## config.mk

```make
export PLATFORM = sky130hd
export DESIGN_NAME = tmc_top
export DESIGN_NICKNAME = d
export VERILOG_FILES = /design/src/verilog/tmc_core.v /design/src/verilog/tmc_top.v
export VERILOG_INCLUDE_DIRS = /design/src /design/src/shared
export SDC_FILE = /design/constraint.sdc
export NUM_CORES = 1
export LEC_CHECK = 0
export BUFFER_PORTS_ARGS = -buffer_cell sky130_fd_sc_hd__buf_2
export CAP_MARGIN = 0
export CORE_ASPECT_RATIO = 0.8
export CORE_UTILIZATION = 31
export CTS_CLUSTER_DIAMETER = 120
export DETAILED_ROUTE_END_ITERATION = 10
export GPL_ROUTABILITY_DRIVEN = 0
export PLACE_DENSITY = 0.53
export SLEW_MARGIN = 40
export SYNTH_ARGS = -nofsm -noshare
export SYNTH_HDL_FRONTEND = slang
export SYNTH_SLANG_ARGS = --single-unit
```

## constraint.sdc

```tcl
create_clock -name pclk -period 6.85 [get_ports pclk]
set_input_delay 1.37 -clock pclk [delete_from_list [all_inputs] [get_ports pclk]]
set_output_delay 1.37 -clock pclk [all_outputs]
set_load 0.02 [all_outputs]
```

## src/shared/tmc_defines.vh

```
// register map, field positions, reset values and mode codes of the timer block
`ifndef TMC_DEFINES_VH
`define TMC_DEFINES_VH
`define TMC_OFF_CTRL0 5'h00
`define TMC_OFF_CTRL1 5'h04
`define TMC_OFF_CNT_LO 5'h08
`define TMC_OFF_CNT_HI 5'h0C
`define TMC_OFF_CMPA_LO 5'h10
`define TMC_OFF_CMPA_HI 5'h14
`define TMC_OFF_CMPP_LO 5'h18
`define TMC_OFF_CMPP_HI 5'h1C
`define TMC_UNIT_NONE 2'h3
`define TMC_UNIT_COMPACT 2'h0
`define TMC_UNIT_WIDE_P 2'h2
`define TMC_CTRL0_MASK 8'hF8
`define TMC_CTRL_RESET 8'h00
`define TMC_C0_PAUSE 7
`define TMC_C0_CLK_HI 6
`define TMC_C0_CLK_LO 4
`define TMC_C0_ENABLE 3
`define TMC_C1_MODE_HI 7
`define TMC_C1_MODE_LO 6
`define TMC_C1_FN_HI 5
`define TMC_C1_FN_LO 4
`define TMC_C1_INIT 3
`define TMC_C1_POL 2
`define TMC_C1_DUTY_SEL 1
`define TMC_C1_CLR_SEL 0
`define TMC_MODE_CMP 2'h0
`define TMC_MODE_PULSE 2'h1
`define TMC_MODE_PWM 2'h2
`define TMC_MODE_TIMER 2'h3
`define TMC_FN_NONE 2'h0
`define TMC_FN_LOW 2'h1
`define TMC_FN_HIGH 2'h2
`define TMC_FN_TOGGLE 2'h3
`define TMC_CLK_SYS4 3'h0
`define TMC_CLK_SYS 3'h1
`define TMC_CLK_HI16 3'h2
`define TMC_CLK_HI64 3'h3
`define TMC_CLK_SUB0 3'h4
`define TMC_CLK_SUB1 3'h5
`define TMC_CLK_EXT_RISE 3'h6
`define TMC_CLK_EXT_FALL 3'h7
`define TMC_SYS4_LAST 2'h3
`define TMC_HI16_LAST 4'hF
`define TMC_HI64_LAST 6'h3F
`endif

```

## src/verilog/tmc_core.v

```verilog
// counter, comparators, output pin and single pulse control of one timer unit
`timescale 1ns/100ps
`include "tmc_defines.vh"

module tmc_core #(
  parameter HAS_PULSE = 1'b1,
  parameter P_WIDE = 1'b0
) (
  // clock and reset
  input wire pclk,
  input wire presetn,
  // configuration
  input wire enable,
  input wire pause,
  input wire [1:0] mode,
  input wire [1:0] out_fn,
  input wire init_lvl,
  input wire out_pol,
  input wire duty_sel,
  input wire clr_sel,
  input wire [15:0] cmp_a,
  input wire [15:0] cmp_p,
  // count tick and external trigger edge
  input wire count_tick,
  input wire ext_edge,
  // results
  output reg [15:0] count_q,
  output wire out_pin,
  output wire irq_a,
  output wire irq_p
);

  localparam [1:0] ST_IDLE = 2'b01;
  localparam [1:0] ST_PULSE = 2'b10;

  reg enable_q;
  reg lvl_q;
  reg lvl_d;
  reg out_q;
  reg irq_a_q;
  reg irq_p_q;
  reg [1:0] st_q;

  wire en_rise = enable & ~enable_q;
  wire pulse_mode = HAS_PULSE && (mode == `TMC_MODE_PULSE);
  wire pwm_mode = (mode == `TMC_MODE_PWM);
  wire trigger = enable & pulse_mode & (st_q == ST_IDLE) & ext_edge;
  // a narrow p holds only its high byte, matched against the top counter bits
  wire [15:0] p_full = P_WIDE ? cmp_p : {cmp_p[15:8], 8'h00};
  // equality of counter and comparator is a match, except that a narrow p of zero never matches
  wire hit_a = (count_q == cmp_a);
  wire hit_p = (count_q == p_full) && (P_WIDE || (cmp_p[15:8] != 8'h00));
  wire running = enable & ~pause & (~pulse_mode | (st_q == ST_PULSE));
  wire step = running & count_tick;
  // the period comparator clears the count; the other sets duty
  wire clr_hit = pwm_mode ? (duty_sel ? hit_a : hit_p) : (clr_sel ? hit_a : hit_p);
  wire [15:0] duty = duty_sel ? p_full : cmp_a;
  wire pwm_on = (count_q < duty);

  // next pin level before polarity; init_lvl is the active level in pwm and pulse
  always @* begin
    lvl_d = lvl_q;
    if (en_rise) begin
      lvl_d = (mode == `TMC_MODE_CMP) ? init_lvl : ~init_lvl;
    end else if (enable) begin
      case (mode)
        `TMC_MODE_CMP: begin
          if (step & hit_a) begin
            case (out_fn)
              `TMC_FN_LOW: lvl_d = 1'b0;
              `TMC_FN_HIGH: lvl_d = 1'b1;
              `TMC_FN_TOGGLE: lvl_d = ~lvl_q;
              default: lvl_d = lvl_q;
            endcase
          end
        end
        `TMC_MODE_PWM: begin
          case (out_fn)
            `TMC_FN_NONE: lvl_d = ~init_lvl;
            `TMC_FN_LOW: lvl_d = init_lvl;
            `TMC_FN_HIGH: lvl_d = pwm_on ? init_lvl : ~init_lvl;
            default: lvl_d = lvl_q;
          endcase
        end
        `TMC_MODE_PULSE: begin
          if (trigger) begin
            lvl_d = init_lvl;
          end else if (pulse_mode & step & hit_a) begin
            lvl_d = ~init_lvl;
          end
        end
        default: lvl_d = lvl_q;
      endcase
    end
  end

  // counter, pin and match pulses
  always @(posedge pclk or negedge presetn) begin
    if (!presetn) begin
      enable_q <= 1'b0;
      count_q <= 16'h0000;
      lvl_q <= 1'b0;
      out_q <= 1'b0;
      irq_a_q <= 1'b0;
      irq_p_q <= 1'b0;
    end else begin
      enable_q <= enable;
      lvl_q <= lvl_d;
      out_q <= lvl_d ^ out_pol;
      irq_a_q <= step & hit_a;
      irq_p_q <= step & hit_p;
      if (en_rise) begin
        count_q <= 16'h0000;
      end else if (step) begin
        // overflow wraps to zero by itself
        count_q <= (clr_hit | (pulse_mode & hit_a)) ? 16'h0000 : count_q + 16'h0001;
      end
    end
  end

  // single pulse sequencing
  always @(posedge pclk or negedge presetn) begin
    if (!presetn) begin
      st_q <= ST_IDLE;
    end else if (!enable || !pulse_mode) begin
      st_q <= ST_IDLE;
    end else begin
      case (st_q)
        ST_IDLE: if (trigger) st_q <= ST_PULSE;
        ST_PULSE: if (step & hit_a) st_q <= ST_IDLE;
        default: st_q <= ST_IDLE;
      endcase
    end
  end

  assign out_pin = out_q;
  assign irq_a = irq_a_q;
  assign irq_p = irq_p_q;

endmodule // tmc_core

```

## src/verilog/tmc_top.v

```verilog
// three timer units with byte-buffered 16-bit registers behind an apb slave
//
// Register access over APB and the placing of the registers were chosen for this implementation.
`timescale 1ns/100ps
`include "tmc_defines.vh"

// Function
// - compact, standard and periodic units, shared core
// - pulse mode only on standard and periodic
// - edge-aligned pwm, duty or period adjustable
// - free-running up-counter, equality is a match, except a zero narrow p
// - match raises request, may clear counter
// - clock from system, high, sub or pin
// - external clock edge rising or falling
// - separate requests for comparators a and p
// - compare match drives pin high, low, toggle
// - pwm leaves on the compare output pin
// - clock pin triggers single pulse mode
// - high bytes direct, low bytes via buffer
// - low compare write only loads buffer
// - high compare write copies buffer low
// - high read captures low into buffer
// - low read returns the buffer
// - p 16-bit on periodic, else 8-bit on top bits; a 16-bit
// - counter cleared on enable, overflow, match
module tmc_top #(
  parameter ADDR_W = 8
) (
  // apb clock and reset
  input wire pclk,
  input wire presetn,
  // apb slave
  input wire psel,
  input wire penable,
  input wire pwrite,
  input wire [ADDR_W-1:0] paddr,
  input wire [31:0] pwdata,
  output wire [31:0] prdata,
  output wire pready,
  output wire pslverr,
  // internal clock ticks, one pclk cycle each
  input wire high_clock_tick,
  input wire sub_clock_tick,
  // external clock and trigger inputs
  input wire compact_ext_clock_in,
  input wire standard_ext_clock_in,
  input wire periodic_ext_clock_in,
  // timer output pins
  output wire compact_out_pin,
  output wire standard_out_pin,
  output wire periodic_out_pin,
  // compare match requests
  output wire compact_irq_a,
  output wire compact_irq_p,
  output wire standard_irq_a,
  output wire standard_irq_p,
  output wire periodic_irq_a,
  output wire periodic_irq_p
);

  // register state, one entry per unit; read data and tick divider counters shared
  reg [7:0] ctrl0_q [0:2];
  reg [7:0] ctrl1_q [0:2];
  reg [7:0] cmpa_lo_q [0:2];
  reg [7:0] cmpa_hi_q [0:2];
  reg [7:0] cmpp_lo_q [0:2];
  reg [7:0] cmpp_hi_q [0:2];
  reg [7:0] buf_q [0:2];
  reg [31:0] prdata_q;
  reg [7:0] rd_byte;
  reg [1:0] sys4_cnt_q;
  reg [5:0] hi_cnt_q;

  wire [2:0] ext_pin_w;
  wire [2:0] out_pin_w;
  wire [2:0] irq_a_w;
  wire [2:0] irq_p_w;
  wire [47:0] count_w;

  // selects a register of one unit
  function tmc_hit;
    input [ADDR_W-1:0] addr;
    input [1:0] unit;
    input [4:0] off;
    begin
      tmc_hit = (addr[6:5] == unit) && (addr[4:0] == off);
    end
  endfunction

  // address decode
  wire [1:0] unit_w = paddr[6:5];
  wire [4:0] off_w = paddr[4:0];
  wire [1:0] u_idx = (unit_w == `TMC_UNIT_NONE) ? `TMC_UNIT_COMPACT : unit_w;
  wire addr_ok = (paddr[ADDR_W-1:7] == 0) && (unit_w != `TMC_UNIT_NONE) &&
                 (off_w[1:0] == 2'h0);
  wire setup = psel & ~penable;
  wire wr_en = psel & penable & pwrite & addr_ok;
  // read data and buffer capture happen together in the setup cycle
  wire rd_en = setup & ~pwrite & addr_ok;
  wire wide_sel = (u_idx == `TMC_UNIT_WIDE_P);

  // apb answers in its first access cycle
  assign pready = 1'b1;
  assign pslverr = psel & penable & ~addr_ok;
  assign prdata = prdata_q;

  // divided clock ticks shared by all units
  wire tick_sys4 = (sys4_cnt_q == `TMC_SYS4_LAST);
  wire tick_hi16 = high_clock_tick & (hi_cnt_q[3:0] == `TMC_HI16_LAST);
  wire tick_hi64 = high_clock_tick & (hi_cnt_q == `TMC_HI64_LAST);

  always @(posedge pclk or negedge presetn) begin
    if (!presetn) begin
      sys4_cnt_q <= 2'h0;
      hi_cnt_q <= 6'h00;
    end else begin
      sys4_cnt_q <= sys4_cnt_q + 2'h1;
      if (high_clock_tick) begin
        hi_cnt_q <= hi_cnt_q + 6'h01;
      end
    end
  end

  // register read mux
  always @* begin
    rd_byte = 8'h00;
    case (off_w)
      `TMC_OFF_CTRL0: rd_byte = ctrl0_q[u_idx];
      `TMC_OFF_CTRL1: rd_byte = ctrl1_q[u_idx];
      `TMC_OFF_CNT_LO: rd_byte = buf_q[u_idx];
      `TMC_OFF_CNT_HI: rd_byte = count_w[{u_idx, 4'h8} +: 8];
      `TMC_OFF_CMPA_LO: rd_byte = buf_q[u_idx];
      `TMC_OFF_CMPA_HI: rd_byte = cmpa_hi_q[u_idx];
      `TMC_OFF_CMPP_LO: rd_byte = wide_sel ? buf_q[u_idx] : 8'h00;
      `TMC_OFF_CMPP_HI: rd_byte = cmpp_hi_q[u_idx];
      default: rd_byte = 8'h00;
    endcase
  end

  // read data register, loaded in the setup cycle
  always @(posedge pclk or negedge presetn) begin
    if (!presetn) begin
      prdata_q <= 32'h00000000;
    end else if (setup & ~pwrite) begin
      prdata_q <= addr_ok ? {24'h000000, rd_byte} : 32'h00000000;
    end
  end

  assign ext_pin_w = {periodic_ext_clock_in, standard_ext_clock_in, compact_ext_clock_in};

  // one timer unit per index: 0 compact, 1 standard, 2 periodic
  genvar i;
  generate
    for (i = 0; i < 3; i = i + 1) begin : g_unit
      localparam [1:0] UNIT = (i == 0) ? 2'h0 : ((i == 1) ? 2'h1 : 2'h2);
      localparam WIDE = (i == 2);
      localparam PULSE = (i != 0);

      reg [1:0] ext_sync_q;
      reg ext_prev_q;
      reg tick;

      wire [2:0] clk_sel = ctrl0_q[i][`TMC_C0_CLK_HI:`TMC_C0_CLK_LO];
      wire ext_rise = ext_sync_q[1] & ~ext_prev_q;
      wire ext_fall = ~ext_sync_q[1] & ext_prev_q;
      wire ext_edge = (clk_sel == `TMC_CLK_EXT_FALL) ? ext_fall : ext_rise;

      // two-stage synchroniser then edge detect on the external pin
      always @(posedge pclk or negedge presetn) begin
        if (!presetn) begin
          ext_sync_q <= 2'b00;
          ext_prev_q <= 1'b0;
        end else begin
          ext_sync_q <= {ext_sync_q[0], ext_pin_w[i]};
          ext_prev_q <= ext_sync_q[1];
        end
      end

      // count tick source selection
      always @* begin
        case (clk_sel)
          `TMC_CLK_SYS4: tick = tick_sys4;
          `TMC_CLK_SYS: tick = 1'b1;
          `TMC_CLK_HI16: tick = tick_hi16;
          `TMC_CLK_HI64: tick = tick_hi64;
          `TMC_CLK_SUB0: tick = sub_clock_tick;
          `TMC_CLK_SUB1: tick = sub_clock_tick;
          `TMC_CLK_EXT_RISE: tick = ext_rise;
          `TMC_CLK_EXT_FALL: tick = ext_fall;
          default: tick = 1'b0;
        endcase
      end

      // control registers; the low bits of ctrl0 read as zero
      always @(posedge pclk or negedge presetn) begin
        if (!presetn) begin
          ctrl0_q[i] <= `TMC_CTRL_RESET;
          ctrl1_q[i] <= `TMC_CTRL_RESET;
        end else if (wr_en) begin
          if (tmc_hit(paddr, UNIT, `TMC_OFF_CTRL0)) begin
            ctrl0_q[i] <= pwdata[7:0] & `TMC_CTRL0_MASK;
          end
          if (tmc_hit(paddr, UNIT, `TMC_OFF_CTRL1)) begin
            ctrl1_q[i] <= pwdata[7:0];
          end
        end
      end

      // comparator a: high write also copies the buffer into the low byte
      always @(posedge pclk or negedge presetn) begin
        if (!presetn) begin
          cmpa_lo_q[i] <= 8'h00;
          cmpa_hi_q[i] <= 8'h00;
        end else if (wr_en && tmc_hit(paddr, UNIT, `TMC_OFF_CMPA_HI)) begin
          cmpa_hi_q[i] <= pwdata[7:0];
          cmpa_lo_q[i] <= buf_q[i];
        end
      end

      // comparator p: 16-bit through the buffer on the periodic unit only
      always @(posedge pclk or negedge presetn) begin
        if (!presetn) begin
          cmpp_lo_q[i] <= 8'h00;
          cmpp_hi_q[i] <= 8'h00;
        end else if (wr_en && tmc_hit(paddr, UNIT, `TMC_OFF_CMPP_HI)) begin
          cmpp_hi_q[i] <= pwdata[7:0];
          if (WIDE) begin
            cmpp_lo_q[i] <= buf_q[i];
          end
        end
      end

      // shared holding buffer for all low bytes of this unit
      always @(posedge pclk or negedge presetn) begin
        if (!presetn) begin
          buf_q[i] <= 8'h00;
        end else if (wr_en && (tmc_hit(paddr, UNIT, `TMC_OFF_CMPA_LO) ||
                     (WIDE && tmc_hit(paddr, UNIT, `TMC_OFF_CMPP_LO)))) begin
          buf_q[i] <= pwdata[7:0];
        end else if (rd_en && tmc_hit(paddr, UNIT, `TMC_OFF_CNT_HI)) begin
          buf_q[i] <= count_w[16*i +: 8];
        end else if (rd_en && tmc_hit(paddr, UNIT, `TMC_OFF_CMPA_HI)) begin
          buf_q[i] <= cmpa_lo_q[i];
        end else if (WIDE && rd_en && tmc_hit(paddr, UNIT, `TMC_OFF_CMPP_HI)) begin
          buf_q[i] <= cmpp_lo_q[i];
        end
      end

      // the timer core of this unit
      tmc_core #(
        .HAS_PULSE(PULSE),
        .P_WIDE(WIDE)
      ) u_core (
        .pclk(pclk),
        .presetn(presetn),
        .enable(ctrl0_q[i][`TMC_C0_ENABLE]),
        .pause(ctrl0_q[i][`TMC_C0_PAUSE]),
        .mode(ctrl1_q[i][`TMC_C1_MODE_HI:`TMC_C1_MODE_LO]),
        .out_fn(ctrl1_q[i][`TMC_C1_FN_HI:`TMC_C1_FN_LO]),
        .init_lvl(ctrl1_q[i][`TMC_C1_INIT]),
        .out_pol(ctrl1_q[i][`TMC_C1_POL]),
        .duty_sel(ctrl1_q[i][`TMC_C1_DUTY_SEL]),
        .clr_sel(ctrl1_q[i][`TMC_C1_CLR_SEL]),
        .cmp_a({cmpa_hi_q[i], cmpa_lo_q[i]}),
        .cmp_p({cmpp_hi_q[i], cmpp_lo_q[i]}),
        .count_tick(tick),
        .ext_edge(ext_edge),
        .count_q(count_w[16*i +: 16]),
        .out_pin(out_pin_w[i]),
        .irq_a(irq_a_w[i]),
        .irq_p(irq_p_w[i])
      );
    end
  endgenerate

  // pins and requests of each unit
  assign compact_out_pin = out_pin_w[0];
  assign standard_out_pin = out_pin_w[1];
  assign periodic_out_pin = out_pin_w[2];
  assign compact_irq_a = irq_a_w[0];
  assign compact_irq_p = irq_p_w[0];
  assign standard_irq_a = irq_a_w[1];
  assign standard_irq_p = irq_p_w[1];
  assign periodic_irq_a = irq_a_w[2];
  assign periodic_irq_p = irq_p_w[2];

endmodule // tmc_top
```

==> qor.log, run 1 <==
qor: status.run_status finished clean
qor: cells_and_area.seq_area 5880 µm²
qor: synth.ys_warn_count 0
qor: place.hpwlAfterDp 31.2 mm
qor: synth.ys_seq_area_share 40.5%
qor: critical_path.endpoint pslverr
qor: clock_network.root_buffer sky130_fd_sc_hd__clkbuf_16
qor: synth.share_of_yosys_cell_area_claimed_by_the_top_area_cell_type 40.1%
qor: synth.yosys.area.top_type sky130_fd_sc_hd__dfrtp_1
qor: detailed_routing.drt_pre_antenna_iters 6
qor: cells_and_area.post_route_cells_drive_above_1_share 16.4%
qor: critical_path.rr_worst_depth 7
qor: timing.count_of_pins_over_their_slew_limit 0
qor: detailed_routing.wl_per_cell 20.8 µm
qor: critical_path.path_common_cell sky130_fd_sc_hd__buf_2
qor: timing.timing_worst_slew_pin_value 1.01 ns
qor: critical_path.crit_path_max_incr_delay 0.52 ns
qor: critical_path.crit-reg2reg-launch g_unit[2].u_core.count_q[0]$_DFFE_PN0P_
qor: pwr.net-switching-power 0.000784 W
qor: global_routing.grt_antenna_before_repair 2
qor: detailed_routing.drt-initial-drc-count 1025
qor: global_routing.grt_max_degree 134
qor: synth.post_synth_main_area_contributors sky130_fd_sc_hd__dfrtp_1 (40%), sky130_fd_sc_hd__mux2_2 (8.8%), sky130_fd_sc_hd__mux2i_1 (5.6%)
qor: clock_network.holdBufCountCts 0
qor: detailed_routing.vias 11347
qor: global_routing.grt_usage 18.2%
qor: clock_network.cts.repair_timing.setup_buffer_count 0
qor: detailed_routing.drc_violations_left 0
qor: place.placement.cell_area 15200 µm²
qor: pwr.power.ir.vdd_worst 0.000154 V
qor: critical_path.cp_top_family compound AO/OA/AOI/OAI gates
qor: pwr.power.density 197 nW/µm²
qor: synth.synth_enable_flop_cells 0
qor: clock_network.cts.reportedPaths.clkPinSlew 0.07 ns
qor: cells_and_area.multiInputGateArea 8150 µm²
qor: critical_path.timing_worst_setup_path_type in2out
qor: critical_path.reg_to_reg_slack_setup 3.55 ns
qor: detailed_routing.final_routed_wirelength_across_all_metal_layers 43.6 mm
qor: cells_and_area.final-instance-count-excl-fill 2096
qor: die.die-height 196 µm
qor: timing.finalClockSkew 0.00907 ns
qor: global_routing.via_count_of_the_first_global_routing_pass 10718
qor: detailed_routing.final_antenna_net_count 0
qor: pwr.total_leakage_power 7.24 nW
qor: die.floorplan.initialDensity 31.6%
qor: clock_network.cts.repair.resized 0
qor: clock_network.clock_tree.buffer_depth 3
qor: pwr.switching_share 24.6%
qor: pwr.internal_power 0.00240 W
qor: detailed_routing.viasPerCell 5.41
qor: global_routing.grt_pass1_wl 67.2 mm
qor: die.core 46000 µm²
qor: synth.synthArstFlopShare 100%
qor: critical_path.critPathLaunchType primary input
qor: job.drv.max_cap_violation_count 0
qor: critical_path.timing.critical_path.cells buf_2 -> a2111oi_4 -> nor2_1 -> buf_2
qor: pwr.pwr-share-comb 6.8%
qor: critical_path.critical_path.slowest_cell sky130_fd_sc_hd__a2111oi_4
qor: pwr.share_seq_of_total_power 45.9%
qor: timing.fin_setup_tns 0 ns
qor: critical_path.crit_path_start paddr[5]
qor: synth.synth_ff_type sky130_fd_sc_hd__dfrtp_1
qor: critical_path.timing.critical_path.buf_inv 2
qor: timing.timing.max_slew.rel_slack 31.9%
qor: timing.hold_viol 0
qor: clock_network.insertion_delay 0.55 ns
qor: die.fp.dieArea 47800 µm²
qor: synth.mapped_area 14500 µm²
qor: die.num_rows 70
qor: synth.netlist_instances 1465
qor: hold_path.hold_path_class reg2reg
qor: critical_path.r2r-end g_unit[2].u_core.count_q[7]$_DFFE_PN0P_
qor: timing.finalCritPeriodShare 55.2%
qor: critical_path.endpoint_kind output pin
qor: clock_network.cts_max_level 1
qor: timing.setup_viol 0
qor: critical_path.timing.critical_path.fanout_max 22
qor: synth.yosysUniqueCellTypes 86
qor: timing.rsz0062_at_grt false
qor: synth.ys_ff_latch 235
qor: cells_and_area.synthToLayoutAreaGrowth 11.1%
qor: clock_network.clkSinkCount 235
qor: pwr.share_clk_of_total_power 47.3%
qor: global_routing.overflow_left_after_global_routing 0
qor: clock_network.cts_inserted_buffers 26
qor: die.ios 93
qor: die.die_extent_in_x 244 µm
qor: cells_and_area.fillers 4651
qor: clock_network.tritoncts_clock_tree built
qor: critical_path.crit_arrival 2.41 ns
qor: timing.timing.final.crit_period 3.78 ns
qor: place.placed_cells 2045
qor: cells_and_area.nets 1565
qor: critical_path.worst-path-stages 4
qor: critical_path.required 5.48 ns
qor: timing.fmaxAchievable 265 MHz
qor: cells_and_area.area_of_all_placed_cells_without_fillers 16100 µm²
qor: place.portBuffers 43
qor: synth.avg_inst_size_synth 9.92 µm²
==> routing by layer <==
metal	vias to the layer above	wire length [µm]	GRT usage, %	part of all wire (%)
met5	-	0	0	0
met2	395	17900	25.4	41
met4	0	794	3.96	1.8
li1	5257	-	-	-
met1	5642	22200	28.8	51
met3	53	2660	2.89	6.1
==> cells in the mapped netlist, types with 14 or more instances <==
master,count
sky130_fd_sc_hd__a21oi_1,59
sky130_fd_sc_hd__a22oi_1,25
sky130_fd_sc_hd__and3_1,14
sky130_fd_sc_hd__buf_2,27
sky130_fd_sc_hd__buf_4,25
sky130_fd_sc_hd__clkbuf_1,43
sky130_fd_sc_hd__dfrtp_1,233
sky130_fd_sc_hd__ha_1,52
sky130_fd_sc_hd__inv_1,25
sky130_fd_sc_hd__mux2_2,113
sky130_fd_sc_hd__mux2i_1,81
sky130_fd_sc_hd__nand2_1,126
sky130_fd_sc_hd__nand2b_1,34
sky130_fd_sc_hd__nand3_1,25
sky130_fd_sc_hd__nand4_1,23
sky130_fd_sc_hd__nor2_1,94
sky130_fd_sc_hd__nor2b_1,25
sky130_fd_sc_hd__nor3_1,28
sky130_fd_sc_hd__nor4_1,22
sky130_fd_sc_hd__o21ai_0,93
sky130_fd_sc_hd__xnor2_1,30
sky130_fd_sc_hd__xor2_1,85
==> kinds of logic after synthesis <==
logic type      synth area share [%]
fa+ha+maj                       4.48
mux                             15.0
flops                           40.5
compound gates                  13.2
other cells                   0.0517
buf+inv                         4.37
simple gates                    15.6
xor+xnor                        6.93
==> how the worst min path moves through the flow <==
stage,start,end,slack (ns),cells past startpoint
final,g_unit[1].ext_sync_q[0]$_DFF_PN0_,g_unit[1].ext_sync_q[1]$_DFF_PN0_,0.35,0
after global routing,g_unit[0].ext_sync_q[0]$_DFF_PN0_,g_unit[0].ext_sync_q[1]$_DFF_PN0_,0.38,0
after CTS,g_unit[1].ext_sync_q[0]$_DFF_PN0_,g_unit[1].ext_sync_q[1]$_DFF_PN0_,0.35,0
after detailed placement,g_unit[1].ext_sync_q[0]$_DFF_PN0_,g_unit[1].ext_sync_q[1]$_DFF_PN0_,0.34,0
after global placement,g_unit[0].ext_sync_q[0]$_DFF_PN0_,g_unit[0].ext_sync_q[1]$_DFF_PN0_,0.34,0
after floorplan,g_unit[0].ext_sync_q[0]$_DFF_PN0_,g_unit[0].ext_sync_q[1]$_DFF_PN0_,0.33,0
==> area by class of cell <==
class | instances | share of cell area [%]
multi-input cells | 1124 | 50.5
inverters | 25 | 0.581
clock inverters | 9 | 0.775
well taps | 612 | 4.74
flip-flops and latches | 235 | 36.4
clock buffers | 38 | 4.87
repair buffers | 51 | 2.09
diodes | 2 | 0.0310
==> power by group through the flow <==
stage	Combinational, W	Sequential (W)	Clock [W]
after floorplan	0.000141	0.00147	0
after global placement	0.000209	0.00149	0
after detailed placement	0.000213	0.00149	0
after CTS	0.000213	0.00146	0.00154
after global routing	0.000240	0.00147	0.00159
final	0.000216	0.00146	0.00151
==> placed cells by master, fill, tap and decap left out, types with 30 or more instances in the layout <==
cell type,n
sky130_fd_sc_hd__mux2_2,113
sky130_fd_sc_hd__buf_2,42
sky130_fd_sc_hd__xor2_1,85
sky130_fd_sc_hd__nor2_1,92
sky130_fd_sc_hd__dfrtp_1,233
sky130_fd_sc_hd__nand2_1,124
sky130_fd_sc_hd__nand2b_1,34
sky130_fd_sc_hd__mux2i_1,81
sky130_fd_sc_hd__xnor2_1,30
sky130_fd_sc_hd__o21ai_0,93
sky130_fd_sc_hd__a21oi_1,59
sky130_fd_sc_hd__ha_1,52
==> through the flow <==
stage	power [W]	util, %	worst slack, ns	hold WS, ns
after floorplan	0.00162	-	3.52	0.331
after global placement	0.00170	32.9	2.64	0.341
after detailed placement	0.00170	33.0	2.62	0.343
after CTS	0.00321	35.0	3.07	0.354
after global routing	0.00329	35.1	2.94	0.376
final	0.00318	35.1	3.07	0.353
==> sequential cells by signal, indices dropped and copies added, names as in the netlist <==
signal / cells
buf_q: 24
cmpa_hi_q: 24
cmpa_lo_q: 24
cmpp_hi_q: 24
cmpp_lo_q: 8
ctrl0_q: 15
ctrl1_q: 24
g_unit.ext_prev_q: 3
g_unit.ext_sync_q: 6
g_unit.u_core.count_q: 48
g_unit.u_core.enable_q: 3
g_unit.u_core.irq_a: 3
g_unit.u_core.irq_p: 3
g_unit.u_core.lvl_q: 3
g_unit.u_core.out_pin: 3
g_unit.u_core.st_q: 4
hi_cnt_q: 6
prdata: 8
sys4_cnt_q: 2
Note: power is estimated with default switching activity, not from simulation.
==> run 2, diff against run 1 <==
PLACE_DENSITY = 0.55   (was 0.53)
clock period = 3.2 ns   (was 6.85 ns; I/O delays follow)
==> run 2 against run 1 <==
  * Register-to-register slack worse by 3.3 ns
  * Via count increased by 2.9%
  * Combinational power increased by 120%
  * Worst setup slack worse by 2.9 ns
  * Critical endpoint is now g_unit[2].u_core.out_pin$_DFF_PN0_
==> qor.log, run 2 (same netlist as run 1, synthesis figures left out) <==
qor: timing.fmaxAchievable 335 MHz
qor: timing.fin_hold_ws 0.0198 ns [-0.333 ns]
qor: critical_path.critical_path.slowest_cell sky130_fd_sc_hd__dfrtp_1
qor: cells_and_area.synthToLayoutAreaGrowth 12.9%
qor: detailed_routing.final_routed_wirelength_across_all_metal_layers 44.0 mm [+0.85%]
qor: detailed_routing.drt-initial-drc-count 1119 [+9.2%]
qor: global_routing.via_count_of_the_first_global_routing_pass 11075 [+3.3%]
qor: clock_network.tritoncts_clock_tree built
qor: clock_network.cts_max_level 1 [unchanged]
qor: pwr.total_leakage_power 7.44 nW [+2.8%]
qor: hold_path.hold_path_class in2async
qor: global_routing.grt_antenna_before_repair 4 [+2]
qor: timing.timing.max_slew.rel_slack 46.6% [+15 points]
qor: die.fp.dieArea 47800 µm² [unchanged]
qor: clock_network.clock_tree.buffer_depth 3 [unchanged]
qor: die.floorplan.initialDensity 31.6% [unchanged]
qor: critical_path.reg_to_reg_slack_setup 0.21 ns [-3.34 ns]
qor: timing.hold_viol 0 [unchanged]
qor: detailed_routing.final_antenna_net_count 0 [unchanged]
qor: critical_path.crit_path_max_incr_delay 0.57 ns [+0.05 ns]
qor: clock_network.cts.reportedPaths.clkPinSlew 0.06 ns [about the same]
qor: timing.fin_setup_tns 0 ns [unchanged]
qor: cells_and_area.largest_register_ffs 48 [unchanged]
qor: critical_path.rr_worst_depth 10 [+3]
qor: timing.finalCritPeriodShare 93.3%
qor: clock_network.cts_inserted_buffers 25 [-3.8%]
qor: timing.timing_worst_slew_pin_value 0.801 ns [-0.211 ns]
qor: critical_path.cp_top_family compound AO/OA/AOI/OAI gates
qor: pwr.power.density 415 nW/µm² [+110%]
qor: critical_path.timing.critical_path.fanout_max 9 [-59%]
qor: place.hpwlAfterDp 32.2 mm [+3.0%]
qor: cells_and_area.mostFrequentLayoutCell sky130_fd_sc_hd__dfrtp_1
qor: die.die-height 196 µm [unchanged]
qor: clock_network.insertion_delay 0.55 ns [about the same]
qor: pwr.power.ir.vdd_worst 0.000317 V [+110%]
qor: critical_path.critPathLaunchType flop
qor: critical_path.endpoint_kind flop
qor: critical_path.required 3.62 ns [-1.86 ns]
qor: detailed_routing.drc_violations_left 0 [unchanged]
qor: critical_path.timing.critical_path.cells buf_4 -> mux2i_1 -> ha_1 -> a2111oi_0 -> o211ai_1 -> a211oi_1 -> buf_4 -> xor2_1 -> o2bb2ai_1 -> xor2_1
qor: place.portBuffers 43 [unchanged]
qor: detailed_routing.wl_per_cell 20.6 µm [-1.1%]
qor: critical_path.crit_arrival 3.41 ns [+1.00 ns]
qor: clock_network.root_buffer sky130_fd_sc_hd__clkbuf_16
qor: critical_path.r2r-end g_unit[2].u_core.out_pin$_DFF_PN0_
qor: pwr.power 0.00681 W [+110%]
qor: die.die_extent_in_x 244 µm [unchanged]
qor: global_routing.overflow_left_after_global_routing 0 [unchanged]
qor: timing.finalClockSkew 0.0135 ns [+0.00446 ns]
qor: clock_network.clkSinkCount 235 [unchanged]
qor: die.core 46000 µm² [unchanged]
qor: timing.rsz0062_at_grt false
qor: critical_path.crit-reg2reg-launch ctrl1_q[1]$_DFFE_PN0P_
qor: detailed_routing.vias 11674 [+2.9%]
qor: critical_path.timing_worst_setup_path_type reg2reg
qor: die.ios 93 [unchanged]
qor: timing.timing.final.ws_setup 0.215 ns [-2.86 ns]
qor: cells_and_area.nets 1608 [+2.7%]
qor: clock_network.holdBufCountCts 0 [unchanged]
qor: detailed_routing.drt_pre_antenna_iters 6 [unchanged]
qor: timing.setup_viol 0 [unchanged]
qor: critical_path.timing.critical_path.buf_inv 2 [unchanged]
qor: cells_and_area.final_util 35.7% [+0.59 points]
qor: clock_network.cts.repair_timing.setup_buffer_count 0 [unchanged]
qor: global_routing.grt_usage 18.4% [+0.20 points]
qor: timing.count_of_pins_over_their_slew_limit 0 [unchanged]
qor: detailed_routing.viasPerCell 5.46 [+0.86%]
qor: global_routing.grt_max_degree 67 [-50%]
qor: global_routing.grt_pass1_wl 68.1 mm [+1.4%]
qor: timing.timing.final.crit_period 2.99 ns
qor: place.dp_slack 0.262 ns [-2.36 ns]
qor: status.run_status finished clean
qor: cells_and_area.max_flop_register g_unit.u_core.count_q
qor: job.drv.max_cap_violation_count 0 [unchanged]
qor: clock_network.cts.repair.resized 0 [unchanged]
qor: cells_and_area.mostFrequentLayoutCells sky130_fd_sc_hd__dfrtp_1 (233), sky130_fd_sc_hd__nand2_1 (126), sky130_fd_sc_hd__mux2_2 (113)
qor: die.num_rows 70 [unchanged]
qor: cells_and_area.post_route_cells_drive_above_1_share 18.2% [+1.8 points]
## run 2: layout make-up
type	instances	area [µm²]
Fill cell	4609	29600
Clock inverter	11	186
Sequential cell	235	5880
Clock buffer	34	709
Timing Repair Buffer	95	666
Multi-Input combinational cell	1124	8110
Tap cell	612	766
Antenna cell	2	5.00
Inverter	25	93.8
## run 2: metrics by stage
| stage | cell area (µm²) | cells |
|---|---|---|
| floorplan | 14600 | 1488 |
| global placement | 15500 | 2091 |
| detailed placement | 15500 | 2091 |
| CTS | 16400 | 2136 |
| global route | 16400 | 2138 |
| finish | 16400 | 2138 |
## run 2: per-layer routing
metal / global-route usage, % / vias to the layer above / part of all wire, %
li1: - / 5339 / -
met1: 28.2 / 5811 / 48
met2: 25.7 / 453 / 41
met3: 4.23 / 69 / 8.5
met4: 4.17 / 2 / 2.1
met5: 0.609 / - / 0.091
## run 2: how the worst max path moves through the flow
stage	start	to	slack, ns	depth (start not counted)
floorplan	ctrl1_q[17]$_DFFE_PN0P_	g_unit[0].u_core.out_pin$_DFF_PN0_	0.17	12
finish	ctrl1_q[1]$_DFFE_PN0P_	g_unit[2].u_core.out_pin$_DFF_PN0_	0.21	10
global placement	high_clock_tick	g_unit[2].u_core.count_q[14]$_DFFE_PN0P_	0.29	9
global route	ctrl1_q[1]$_DFFE_PN0P_	g_unit[2].u_core.out_pin$_DFF_PN0_	0.06	10
detailed placement	high_clock_tick	g_unit[2].u_core.count_q[12]$_DFFE_PN0P_	0.26	9
CTS	ctrl1_q[1]$_DFFE_PN0P_	g_unit[2].u_core.out_pin$_DFF_PN0_	0.28	10
## run 2: report_power, final
group          internal, W  switching (W)  leakage [nW]  total, W
Sequential         0.00304      0.0000879          3.15   0.00313
Clock              0.00195        0.00125         0.440   0.00320
Combinational     0.000166       0.000312          3.85  0.000478
